`config.mk`:
```
export PLATFORM = sky130hd
export DESIGN_NAME = psw_top
export DESIGN_NICKNAME = d
export VERILOG_FILES = /design/src/psw_pkg.sv /design/src/psw_ee_loader.sv /design/src/psw_top.sv
export SDC_FILE = /design/constraint.sdc
export NUM_CORES = 1
export LEC_CHECK = 0
export BUFFER_PORTS_ARGS = -buffer_cell sky130_fd_sc_hd__buf_2
export CORE_MARGIN = 3
export CORE_UTILIZATION = 53
export DETAILED_ROUTE_END_ITERATION = 10
export PLACE_DENSITY = 0.8
export SYNTH_ARGS = -nofsm -noshare
export SYNTH_HDL_FRONTEND = slang
export SYNTH_SLANG_ARGS = --single-unit
```
`constraint.sdc`:
```
create_clock -name mclk -period 3.1 [get_ports mclk]
set_input_delay 0.31 -clock mclk [delete_from_list [all_inputs] [get_ports mclk]]
set_output_delay 0.31 -clock mclk [all_outputs]
set_load 0.05 [all_outputs]
```
`src/psw_pkg.sv`:
```
// Package: constants and types for the PCI sideband wake control block
package psw_pkg;

  // PCI bus master command codes
  localparam logic [3:0] PSW_CMD_MEM_READ      = 4'h6;
  localparam logic [3:0] PSW_CMD_MEM_WRITE     = 4'h7;
  localparam logic [3:0] PSW_CMD_MEM_READ_MULT = 4'hC;
  localparam logic [3:0] PSW_CMD_MEM_READ_LINE = 4'hE;
  localparam logic [3:0] PSW_CMD_MEM_WRITE_INV = 4'hF;

  // Power management configuration register fields
  localparam int PSW_CFG_WIDTH       = 32;
  localparam int PSW_BIT_WAKE_EN     = 18;
  localparam int PSW_BIT_STYLE_SEL   = 17;
  localparam logic [31:0] PSW_CFG_RST = 32'h0000_0000;

  // Serial EEPROM geometry and word addresses of the loaded fields
  localparam int PSW_EE_BYTES        = 64;
  localparam int PSW_EE_WORDS        = PSW_EE_BYTES / 2;
  localparam int PSW_EE_AW           = 6;
  localparam logic [5:0] PSW_EE_ADR_DEVICE  = 6'h00;
  localparam logic [5:0] PSW_EE_ADR_VENDOR  = 6'h01;
  localparam logic [5:0] PSW_EE_ADR_SUBSYS  = 6'h02;
  localparam logic [5:0] PSW_EE_ADR_SUBVEN  = 6'h03;
  localparam logic [5:0] PSW_EE_ADR_LATGNT  = 6'h04;
  localparam logic [2:0] PSW_EE_NUM_LOADS   = 3'h5;
  localparam logic [2:0] PSW_EE_READ_OP     = 3'h6;

  // Timing
  localparam int PSW_CLK_HZ          = 10_000_000;
  localparam int PSW_CLK_NS          = 100;
  localparam int PSW_WAKE_PULSE_MS   = 50;
  localparam int PSW_WAKE_PULSE_CYC  =
    PSW_WAKE_PULSE_MS * (PSW_CLK_HZ / 1000);
  localparam int PSW_EE_CLK_DIV      = 4;
  localparam logic [7:0] PSW_LOAD_SETTLE_CYC = 8'h04;

  // Master request from the datapath
  typedef struct packed {
    logic        valid;
    logic [3:0]  cmd;
    logic [31:0] data;
  } psw_mreq_t;

  // Identification and latency values loaded from EEPROM
  typedef struct packed {
    logic [15:0] device_id;
    logic [15:0] vendor_id;
    logic [15:0] subsys_id;
    logic [15:0] subsys_vendor_id;
    logic [7:0]  max_lat;
    logic [7:0]  min_gnt;
  } psw_ids_t;

  // Open drain / tristate pin group: enable low while driving
  typedef struct packed {
    logic o;
    logic oe_n;
  } psw_pin_t;

  typedef enum logic [2:0] {
    PSW_LD_IDLE  = 3'b000,
    PSW_LD_SEL   = 3'b001,
    PSW_LD_SHIFT = 3'b011,
    PSW_LD_STORE = 3'b010,
    PSW_LD_DONE  = 3'b110
  } psw_ld_state_t;

endpackage

```
`src/psw_ee_loader.sv`:
```
// Serial EEPROM autoload of identification and latency values
`timescale 1ns/100ps
module psw_ee_loader
  import psw_pkg::*;
#(
  parameter int DIV = PSW_EE_CLK_DIV
)
(
  input  wire logic     mclk,
  input  wire logic     arst_n,
  input  wire logic     ee_do,
  output logic          ee_cs,
  output logic          ee_sk,
  output logic          ee_di,
  output psw_ids_t      ids,
  output logic          load_done
);

  psw_ld_state_t state_r;
  logic [7:0]    div_r;
  logic [5:0]    bit_r;
  logic [2:0]    idx_r;
  logic [26:0]   sh_r;
  logic [15:0]   rd_r;
  logic          do_s1_r;
  logic          do_s2_r;
  logic          tick;
  logic [5:0]    adr;

  assign tick = (div_r == 8'(DIV - 1));

  always_comb
  begin
    case (idx_r)
      3'h0:    adr = PSW_EE_ADR_DEVICE;
      3'h1:    adr = PSW_EE_ADR_VENDOR;
      3'h2:    adr = PSW_EE_ADR_SUBSYS;
      3'h3:    adr = PSW_EE_ADR_SUBVEN;
      default: adr = PSW_EE_ADR_LATGNT;
    endcase
  end

  // Data-out synchroniser
  always_ff @(posedge mclk or negedge arst_n)
  begin
    if (!arst_n)
    begin
      do_s1_r <= 1'b0;
      do_s2_r <= 1'b0;
    end
    else
    begin
      do_s1_r <= ee_do;
      do_s2_r <= do_s1_r;
    end
  end

  always_ff @(posedge mclk or negedge arst_n)
  begin
    if (!arst_n)
      div_r <= 8'h00;
    else if (tick)
      div_r <= 8'h00;
    else
      div_r <= div_r + 8'h01;
  end

  // Read sequence: start+opcode, address, then 16 data bits
  always_ff @(posedge mclk or negedge arst_n)
  begin
    if (!arst_n)
    begin
      state_r   <= PSW_LD_IDLE;
      bit_r     <= 6'h00;
      idx_r     <= 3'h0;
      sh_r      <= '0;
      rd_r      <= 16'h0000;
      ee_cs     <= 1'b0;
      ee_sk     <= 1'b0;
      ee_di     <= 1'b0;
      ids       <= '0;
      load_done <= 1'b0;
    end
    else if (tick)
    begin
      case (state_r)
        PSW_LD_IDLE:
        begin
          state_r <= PSW_LD_SEL;
        end
        PSW_LD_SEL:
        begin
          ee_cs   <= 1'b1;
          sh_r    <= {1'b1, PSW_EE_READ_OP[1:0], adr, 18'h00000};
          bit_r   <= 6'h00;
          state_r <= PSW_LD_SHIFT;
        end
        PSW_LD_SHIFT:
        begin
          ee_sk <= ~ee_sk;
          if (!ee_sk)
          begin
            ee_di <= sh_r[26];
            sh_r  <= {sh_r[25:0], 1'b0};
          end
          else
          begin
            if (bit_r >= 6'h09)
              rd_r <= {rd_r[14:0], do_s2_r};
            if (bit_r == 6'h18)
              state_r <= PSW_LD_STORE;
            bit_r <= bit_r + 6'h01;
          end
        end
        PSW_LD_STORE:
        begin
          ee_cs <= 1'b0;
          ee_sk <= 1'b0;
          case (idx_r)
            3'h0:    ids.device_id        <= rd_r;
            3'h1:    ids.vendor_id        <= rd_r;
            3'h2:    ids.subsys_id        <= rd_r;
            3'h3:    ids.subsys_vendor_id <= rd_r;
            default: {ids.max_lat, ids.min_gnt} <= rd_r;
          endcase
          idx_r <= idx_r + 3'h1;
          if (idx_r == PSW_EE_NUM_LOADS - 3'h1)
            state_r <= PSW_LD_DONE;
          else
            state_r <= PSW_LD_SEL;
        end
        PSW_LD_DONE:
        begin
          load_done <= 1'b1;
        end
        default:
        begin
          state_r <= PSW_LD_IDLE;
        end
      endcase
    end
  end

endmodule

```
`src/psw_top.sv`:
```
// PCI sideband control: interrupt, request, commands, wake and autoload
`timescale 1ns/100ps
// Summary of operation
// - The open-drain interrupt pin is pulled low while any enabled event is pending.
// - During reset the interrupt, request and wake pins are released; other outputs take their reset values.
// - All bus inputs are sampled on the rising edge of the bus clock.
// - Logic is fully static, so a stopped clock up to 33 MHz is tolerated.
// - Bus request is raised when ownership is needed and a grant accepts it.
// - Only memory read, read line, read multiple, write and write invalidate are issued.
// - Master data can be byte-swapped for big-endian or passed little-endian.
// - The wake output is an open-drain, active-low signal.
// - Setting bit 18 of the power config register enters wake mode.
// - In wake mode a valid wake-up frame asserts the wake output.
// - In wake mode bit 17 selects the first wake style when 1, the other when 0.
// - After reset release ids and latency values are loaded from the 64-byte EEPROM.
module psw_top
  import psw_pkg::*;
#(
  parameter int WAKE_PULSE_CYC = PSW_WAKE_PULSE_CYC
)
(
  input  wire logic         mclk,
  input  wire logic         arst_n,
  input  wire logic [7:0]   irq_events,
  input  wire logic [7:0]   irq_enable,
  input  wire logic         gnt_n,
  input  wire logic         need_bus,
  input  wire psw_mreq_t    mreq,
  input  wire logic         big_endian,
  input  wire logic         cfg_we,
  input  wire logic [31:0]  cfg_wdata,
  input  wire logic         wake_frame,
  input  wire logic         ee_do,
  output psw_pin_t          inta_pin,
  output psw_pin_t          req_pin,
  output psw_pin_t          pme_pin,
  output logic              mst_valid,
  output logic [3:0]        mst_cmd,
  output logic [31:0]       mst_data,
  output logic              bus_owned,
  output logic              cmd_rejected,
  output logic [31:0]       cfg_rdata,
  output psw_ids_t          ids,
  output logic              ids_valid,
  output logic              ee_cs,
  output logic              ee_sk,
  output logic              ee_di
);

  logic [1:0]  gnt_sync_r;
  logic [31:0] pm_cfg_r;
  logic        req_r;
  logic        pme_act_r;
  logic [31:0] pme_cnt_r;
  logic        wake_mode;
  logic        style_first;
  logic        cmd_ok;
  logic [31:0] swapped;
  logic [7:0]  irq_pend;
  logic [31:0] mst_data_nxt;

  ////////////////////////////////////////////////////////////////////////
  // Fully static: a stopped clock only holds state
  // Grant synchroniser
  always_ff @(posedge mclk or negedge arst_n)
  begin
    if (!arst_n)
      gnt_sync_r <= 2'b11;
    else
      gnt_sync_r <= {gnt_sync_r[0], gnt_n};
  end

  ////////////////////////////////////////////////////////////////////////
  // Interrupt request, open drain
  genvar ei;
  generate
    for (ei = 0; ei < 8; ei++)
    begin : g_irq
      assign irq_pend[ei] = irq_events[ei] & irq_enable[ei];
    end
  endgenerate

  always_comb
  begin
    inta_pin.o    = 1'b0;
    inta_pin.oe_n = ~(|irq_pend);
    if (!arst_n)
      inta_pin.oe_n = 1'b1;
  end

  ////////////////////////////////////////////////////////////////////////
  // Bus request and grant
  always_ff @(posedge mclk or negedge arst_n)
  begin
    if (!arst_n)
      req_r <= 1'b0;
    else
      req_r <= need_bus;
  end

  always_comb
  begin
    req_pin.o    = ~req_r;
    req_pin.oe_n = 1'b0;
    if (!arst_n)
      req_pin.oe_n = 1'b1;
  end

  assign bus_owned = req_r & ~gnt_sync_r[1];

  ////////////////////////////////////////////////////////////////////////
  // Master command filter and byte ordering
  always_comb
  begin
    case (mreq.cmd)
      PSW_CMD_MEM_READ,
      PSW_CMD_MEM_READ_LINE,
      PSW_CMD_MEM_READ_MULT,
      PSW_CMD_MEM_WRITE,
      PSW_CMD_MEM_WRITE_INV: cmd_ok = 1'b1;
      default:               cmd_ok = 1'b0;
    endcase
  end

  genvar gi;
  generate
    for (gi = 0; gi < 4; gi++)
    begin : g_swap
      assign swapped[gi*8 +: 8] = mreq.data[(3-gi)*8 +: 8];
    end
  endgenerate

  assign mst_data_nxt = big_endian ? swapped : mreq.data;

  always_ff @(posedge mclk or negedge arst_n)
  begin
    if (!arst_n)
    begin
      mst_valid    <= 1'b0;
      mst_cmd      <= PSW_CMD_MEM_READ;
      mst_data     <= 32'h0000_0000;
      cmd_rejected <= 1'b0;
    end
    else
    begin
      mst_valid    <= mreq.valid & cmd_ok & bus_owned;
      cmd_rejected <= mreq.valid & ~cmd_ok;
      if (mreq.valid & cmd_ok)
      begin
        mst_cmd  <= mreq.cmd;
        mst_data <= mst_data_nxt;
      end
    end
  end

  ////////////////////////////////////////////////////////////////////////
  // Power management configuration register
  always_ff @(posedge mclk or negedge arst_n)
  begin
    if (!arst_n)
      pm_cfg_r <= PSW_CFG_RST;
    else if (cfg_we)
      pm_cfg_r <= cfg_wdata;
  end

  assign cfg_rdata   = pm_cfg_r;
  assign wake_mode   = pm_cfg_r[PSW_BIT_WAKE_EN];
  assign style_first = pm_cfg_r[PSW_BIT_STYLE_SEL];

  ////////////////////////////////////////////////////////////////////////
  // Wake event: timed pulse or held level
  always_ff @(posedge mclk or negedge arst_n)
  begin
    if (!arst_n)
    begin
      pme_act_r <= 1'b0;
      pme_cnt_r <= 32'h0000_0000;
    end
    else if (wake_frame && wake_mode)
    begin
      pme_act_r <= 1'b1;
      pme_cnt_r <= 32'(WAKE_PULSE_CYC - 1);
    end
    else if (!wake_mode)
    begin
      pme_act_r <= 1'b0;
      pme_cnt_r <= 32'h0000_0000;
    end
    else if (pme_act_r && style_first)
    begin
      if (pme_cnt_r == 32'h0000_0000)
        pme_act_r <= 1'b0;
      else
        pme_cnt_r <= pme_cnt_r - 32'h0000_0001;
    end
  end

  always_comb
  begin
    pme_pin.o    = 1'b0;
    pme_pin.oe_n = ~pme_act_r;
    if (!arst_n)
      pme_pin.oe_n = 1'b1;
  end

  ////////////////////////////////////////////////////////////////////////
  // EEPROM autoload
  psw_ee_loader u_loader
  (
    .mclk      (mclk),
    .arst_n    (arst_n),
    .ee_do     (ee_do),
    .ee_cs     (ee_cs),
    .ee_sk     (ee_sk),
    .ee_di     (ee_di),
    .ids       (ids),
    .load_done (ids_valid)
  );

endmodule

```
# Word level (Yosys, flattened, before mapping)
# Index checks and enable logic that the tools add are counted.
[word_totals]
register_bits = 255
latch_bits = 0
ramBits = 0
rom_bits = 0
in_bits = 93
output_inout_bits = 161
word_cells = 125
memories = 0
[classes]
n_addsub = 4
n_mul = 0
div_mod_pow = 0
n_lt_le_gt_ge = 1
eq_ne = 21
n_shift = 0
n_mux = 25
n_bitwise = 20
n_reduce_logical = 27
[ops]
columns = ["cell", "count"]
rows = [
  ["two-way mux 32 bit", 5],
  ["case mux 27 bit (2 select lines)", 1],
  ["zero test 32 bit", 1],
  ["subtractor 32 x 1 -> 32 bit, second input constant", 1],
  ["two-way mux 27 bit", 1],
  ["AND reduction 3 bit", 8],
  ["case mux 3 bit (5 select lines)", 1],
  ["bitwise AND 1 bit", 12],
  ["== test 3 x 2 -> 1 bit, second input constant", 4],
  ["== test 4 bit, second input constant", 3],
  ["case mux 3 bit (4 select lines)", 1],
  ["case mux 6 bit (2 select lines)", 1],
  ["AND reduction 2 bit", 6],
  ["two-way mux 3 bit", 3],
  ["adder 8 x 1 -> 8 bit, second input constant", 1],
  ["== test 4 x 3 -> 1 bit, second input constant", 2],
  ["== test 8 x 2 -> 1 bit, second input constant", 1],
  ["two-way mux 1 bit", 8],
  ["two-way mux 8 bit", 1],
  ["inverter 1 bit", 8],
  ["AND reduction 4 bit", 2],
  ["OR reduction 8 bit", 1],
  ["adder 6 x 1 -> 6 bit, second input constant", 1],
  ["== test 3 x 1 -> 1 bit, second input constant", 2],
  ["15 further kinds", 23],
]

# Depth between registers and ports, before layout
[logic_depth]
ltp_word = 5
mapped_depth = 9
depth_no_buf = 7

# By module
# From an unflattened synthesis, not the netlist that was laid out.
[hier_totals]
cells_unflattened = 815
hier_area_um2 = 10331.2
[by_module_without_submodules]
columns = ["module", "instances", "cells_per_inst", "area_each_um2", "seq_area_each_um2"]
rows = [
  ["psw_ee_loader", 1, 379, 5469.0, 3278.1],
  ["psw_top", 1, 436, 4862.2, 2657.5],
]

# Least setup slack after synthesis
# No wires, ideal clock.
[synth_timing]
path_kind = "register to register"
startpoint = "register pme_cnt_r[15]"
endpoint = "register pme_cnt_r[2]"
arrival_time_ns = 2.358
required_ns = 2.976
path_slack_ns = 0.618
stages_incl_launch_ff = 7
n_path_buf = 1
cell_sequence = "dfrtp_1 or4_4 or4_4 or4_4 buf_6 and4_4 o31a_1"
[synth_between]
elab_chain_len = 3
[synth_lines]
columns = ["element", "line_no", "rtl"]
rows = [
  ["start: declaration", "psw_top.sv:54", "logic [31:0] pme_cnt_r;"],
  ["start signal: assignment", "psw_top.sv:182", "pme_cnt_r <= 32'(WAKE_PULSE_CYC - 1);"],
  ["start signal: assignment", "psw_top.sv:194", "pme_cnt_r <= pme_cnt_r - 32'h0000_0001;"],
  ["zero test 32 bit", "psw_top.sv:191", "if (pme_cnt_r == 32'h0000_0000)"],
  ["inequality test 3 bit (no source line)", "-", ""],
  ["AND reduction 2 bit (no source line)", "-", ""],
]
# No other way between the ends.
# A chain may end at the register's enable or synchronous reset.

# Final worst setup path
[layout_timing]
startpoint = "register pme_cnt_r[0]"
endpoint = "register pme_cnt_r[16]"
[layout_between]
elab_chain_len = 5
[layout_lines]
columns = ["element", "line_no", "rtl"]
rows = [
  ["subtractor 32 x 1 -> 32 bit", "psw_top.sv:194", ""],
  ["two-way mux 32 bit", "psw_top.sv:191", ""],
  ["two-way mux 32 bit", "psw_top.sv:189", "else if (pme_act_r && style_first)"],
  ["two-way mux 32 bit", "psw_top.sv:184", "else if (!wake_mode)"],
  ["two-way mux 32 bit", "psw_top.sv:179", "else if (wake_frame && wake_mode)"],
]
# Several ways; a longest one is shown, not always the timed one. The select of a mux whose other input is x is not followed.

==> results.cfg <==
[cts]
clockRootBuffer = clkbuf_16
clkTransAtPathRegs_ps = 60
numCtsBuffers = 25
clock_latency_ps = 530
cts_tree = yes
post_cts_buffers = 0
cts.path.max_buffers = 3
clkSinkCount = 237
htreeDepth = 1

[timing]
final_hold_viol_count = 0
fin_crit_ps = 2580
setup_viol = 0
period_share_pct = 83.1
fmax_mhz = 388
fin_tns_setup_ps = 0
max_slew_margin_pct = 37.4
slew_violations = 0
tightest_slew_ps = 939
finalClockSkew_ps = 11.6
rsz0062_at_grt = no

[critical_path]
rr_worst_depth = 8
critPathLaunch = pme_cnt_r[0]
cp.arrival_ps = 2990
r2r_start = pme_cnt_r[0]
cp_slowest_stage_delay_ps = 470
cp-end-kind = register
cp_cell_sequence = inv_1 -> ha_1 -> nor3b_1 -> nand3_1 -> buf_4 -> or3_2 -> o21a_1 -> o31a_1
worstPathBufferInverterCount = 2
crit_family = simple AND/OR/NAND/NOR gates
critPathSlowestCell = or3_2
cp-start-kind = register
path_max_fanout = 14
r2r_setup_slack_ps = 520
worstReg2RegEnd = pme_cnt_r[16]
crit_type = reg -> reg
cp.required_ps = 3510

[finish]
seq_area_sq_um = 5940
fillers = 1344
layout-drive-gt1-share_pct = 42.7
syn_to_final_growth_pct = 24.9
utilization_pct = 68.9
diodes = 0
fin_cells = 1323
nNetsFinal = 1182
multi_input_area_sq_um = 3950

[floorplanning]
rows = 49
die_h_um = 144
coreArea_sq_um = 18400
ios = 254
start_util_pct = 55.2
die_w_um = 144
dieArea_sq_um = 20800

[detailed_routing]
route.vias.total = 7324
via_per_inst = 5.54
wl_um = 23900
ant_nets = 0
drt_iter0_markers = 396
drc = 0
post_drt_wl_per_cell_um = 18.0
firstDrtPassIters = 5

[placed_design]
place_inst = 1273
place_congestion = 0.840
port_buffers = 251
hpwl_um = 15900

[hold_path]
min-delay-path-class = in -> reg
hold_path.startpoint = cfg_wdata[30]
holdPathStages = 2
min_to = cfg_rdata[30]

[power_and_ir_drop]
leakagePower_nw = 6.48
finalPower_mw = 7.78
cellPowerDensity_nw_per_um2 = 614
ir_drop_mv = 0.513

[global_routing]
gr-total-overflow = 0
grt_usage_pct = 22.9
grt_max_degree = 122
antenna_found_initial = 0
grt_pass1_wl_um = 38500
grt_pass1_vias = 7613

[logic_synthesis]
synth_async_sr_flop_share_pct = 100
yosysSeqAreaShare_pct = 58.5
synth_edf_count = 0
yosys_warnings = 0
syn_avg_cell_area_sq_um = 12.4
synth_cell_type_count = 60
syn-cell-area_sq_um = 10100
synth_flop_cell = dfrtp_1
syn_inst = 815
synth_seq_cells = 237

[status]
status = completed

[run]
drv_cap = 0
[placed cells by master, fill, tap and decap left out, types with 4 or more instances in the layout]
cell type,Yosys,routed
o31a_1,10,10
mux2i_1,36,36
nor4_1,9,9
nand2_1,72,72
a31oi_1,4,4
nand4_1,5,5
nor2b_1,5,5
dfstp_2,4,4
o21a_1,5,5
xnor2_1,7,7
o31ai_1,9,9
a21oi_1,23,23
bufinv_16,0,6
nand3_1,17,17
nor3_1,12,12
clkbuf_8,0,6
mux2_2,134,134
ha_1,11,11
buf_2,4,250
buf_4,2,19
dlygate4sd3_1,0,7
nor2_1,22,22
o21ai_1,4,4
clkbuf_16,0,25
a22oi_1,4,4
or3_1,17,17
dfrtp_1,233,233
nand2b_1,4,4
o21ai_0,50,50
or4_1,13,13
inv_1,17,17
[power breakdown]
part | internal, mW | switching, mW | total, mW | leakage, nW
Clock | 2.12 | 1.22 | 3.34 | 0.456
Combinational | 0.295 | 0.811 | 1.11 | 2.90
Sequential | 3.24 | 0.0851 | 3.33 | 3.12
[Yosys cell counts (5+ instances only)]
cell | count | area share (%)
nor4_1 | 9 | 0.55
clkbuf_1 | 29 | 1.1
nand2_1 | 72 | 2.7
dfrtp_1 | 233 | 57
o31a_1 | 10 | 0.86
xnor2_1 | 7 | 0.60
nand4_1 | 5 | 0.31
nor2b_1 | 5 | 0.31
a21oi_1 | 23 | 1.1
nand3_1 | 17 | 0.84
o21ai_0 | 50 | 2.5
mux2i_1 | 36 | 3.6
inv_1 | 17 | 0.63
o21a_1 | 5 | 0.37
ha_1 | 11 | 1.4
or3_1 | 17 | 1.0
o31ai_1 | 9 | 0.67
buf_1 | 5 | 0.19
or4_1 | 13 | 0.96
nor3_1 | 12 | 0.59
nor2_1 | 22 | 0.81
mux2_2 | 134 | 15
[worst reg2reg max path: stages (launching register included)]
cell     delay [ps]
dfrtp_1         410
inv_1            90
ha_1            200
nor3b_1         290
nand3_1         300
buf_4           290
or3_2           470
o21a_1          180
o31a_1          220
[how the worst max path moves through the flow]
| stage | slack [ps] | cells past startpoint | endpoint |
|---|---|---|---|
| final | 520 | 8 | pme_cnt_r[16] |
| after global routing | 340 | 5 | pme_cnt_r[2] |
| after CTS | 550 | 5 | pme_cnt_r[2] |
| after detailed placement | 560 | 5 | pme_cnt_r[2] |
| after global placement | 620 | 5 | pme_cnt_r[2] |
| after floorplan | 620 | 6 | pme_cnt_r[2] |
[layout make-up]
class | count | area share, %
Inverter | 17 | 0.504
Sequential cell | 237 | 46.8
Clock inverter | 10 | 1.72
Multi-Input combinational cell | 519 | 31.2
Timing Repair Buffer | 278 | 11.8
Tap cell | 229 | 2.26
Clock buffer | 33 | 5.65
[stage by stage]
step	hold slack [ps]	setup slack, ps	instance area (sq um)
final	15.7	525	12700
after global routing	3.67	338	12700
after CTS	0.481	552	12700
after detailed placement	295	560	11700
after global placement	291	618	11700
after floorplan	14.4	618	10100
[kinds of logic (layout without fill, tap and decap cells)]
family / count (synthesis) / after routing / share of synthesized area [%]
buffers and inverters: 60 / 338 / 2.57
AO/OA/AOI/OAI: 130 / 130 / 8.15
AND/OR/NAND/NOR: 199 / 199 / 10.3
flip-flops: 237 / 237 / 58.5
multiplexers: 170 / 170 / 18.4
adder cells (fa/ha/maj): 11 / 11 / 1.36
other: 1 / 2 / 0.0370
XOR/XNOR: 7 / 7 / 0.604
[layer usage]
metal	track usage [%]	up-vias	routed length [um]
li1	-	3465	-
met1	28.9	3640	9840
met2	39.8	180	12100
met3	5.46	39	1400
met4	6.14	0	535
met5	0	-	0
[registers in the layout (all words and copies together), names as in the netlist, 3 cells and up]
signal and flops:
cfg_rdata 32, mst_cmd 4, mst_data 32, pme_cnt_r 32, u_loader.bit_r 6, u_loader.div_r 8
u_loader.ids 80, u_loader.idx_r 3, u_loader.rd_r 16, u_loader.sh_r 9, u_loader.state_r 3
[repair_timing]
| action | 4_1_cts | 5_1_grt |
|---|---|---|
| gates resized for setup | 0 | 0 |
| hold endpoints to repair | 68 | 0 |
| hold buffers | 7 | 0 |
No activity file was read; power rests on OpenSTA's default activity.
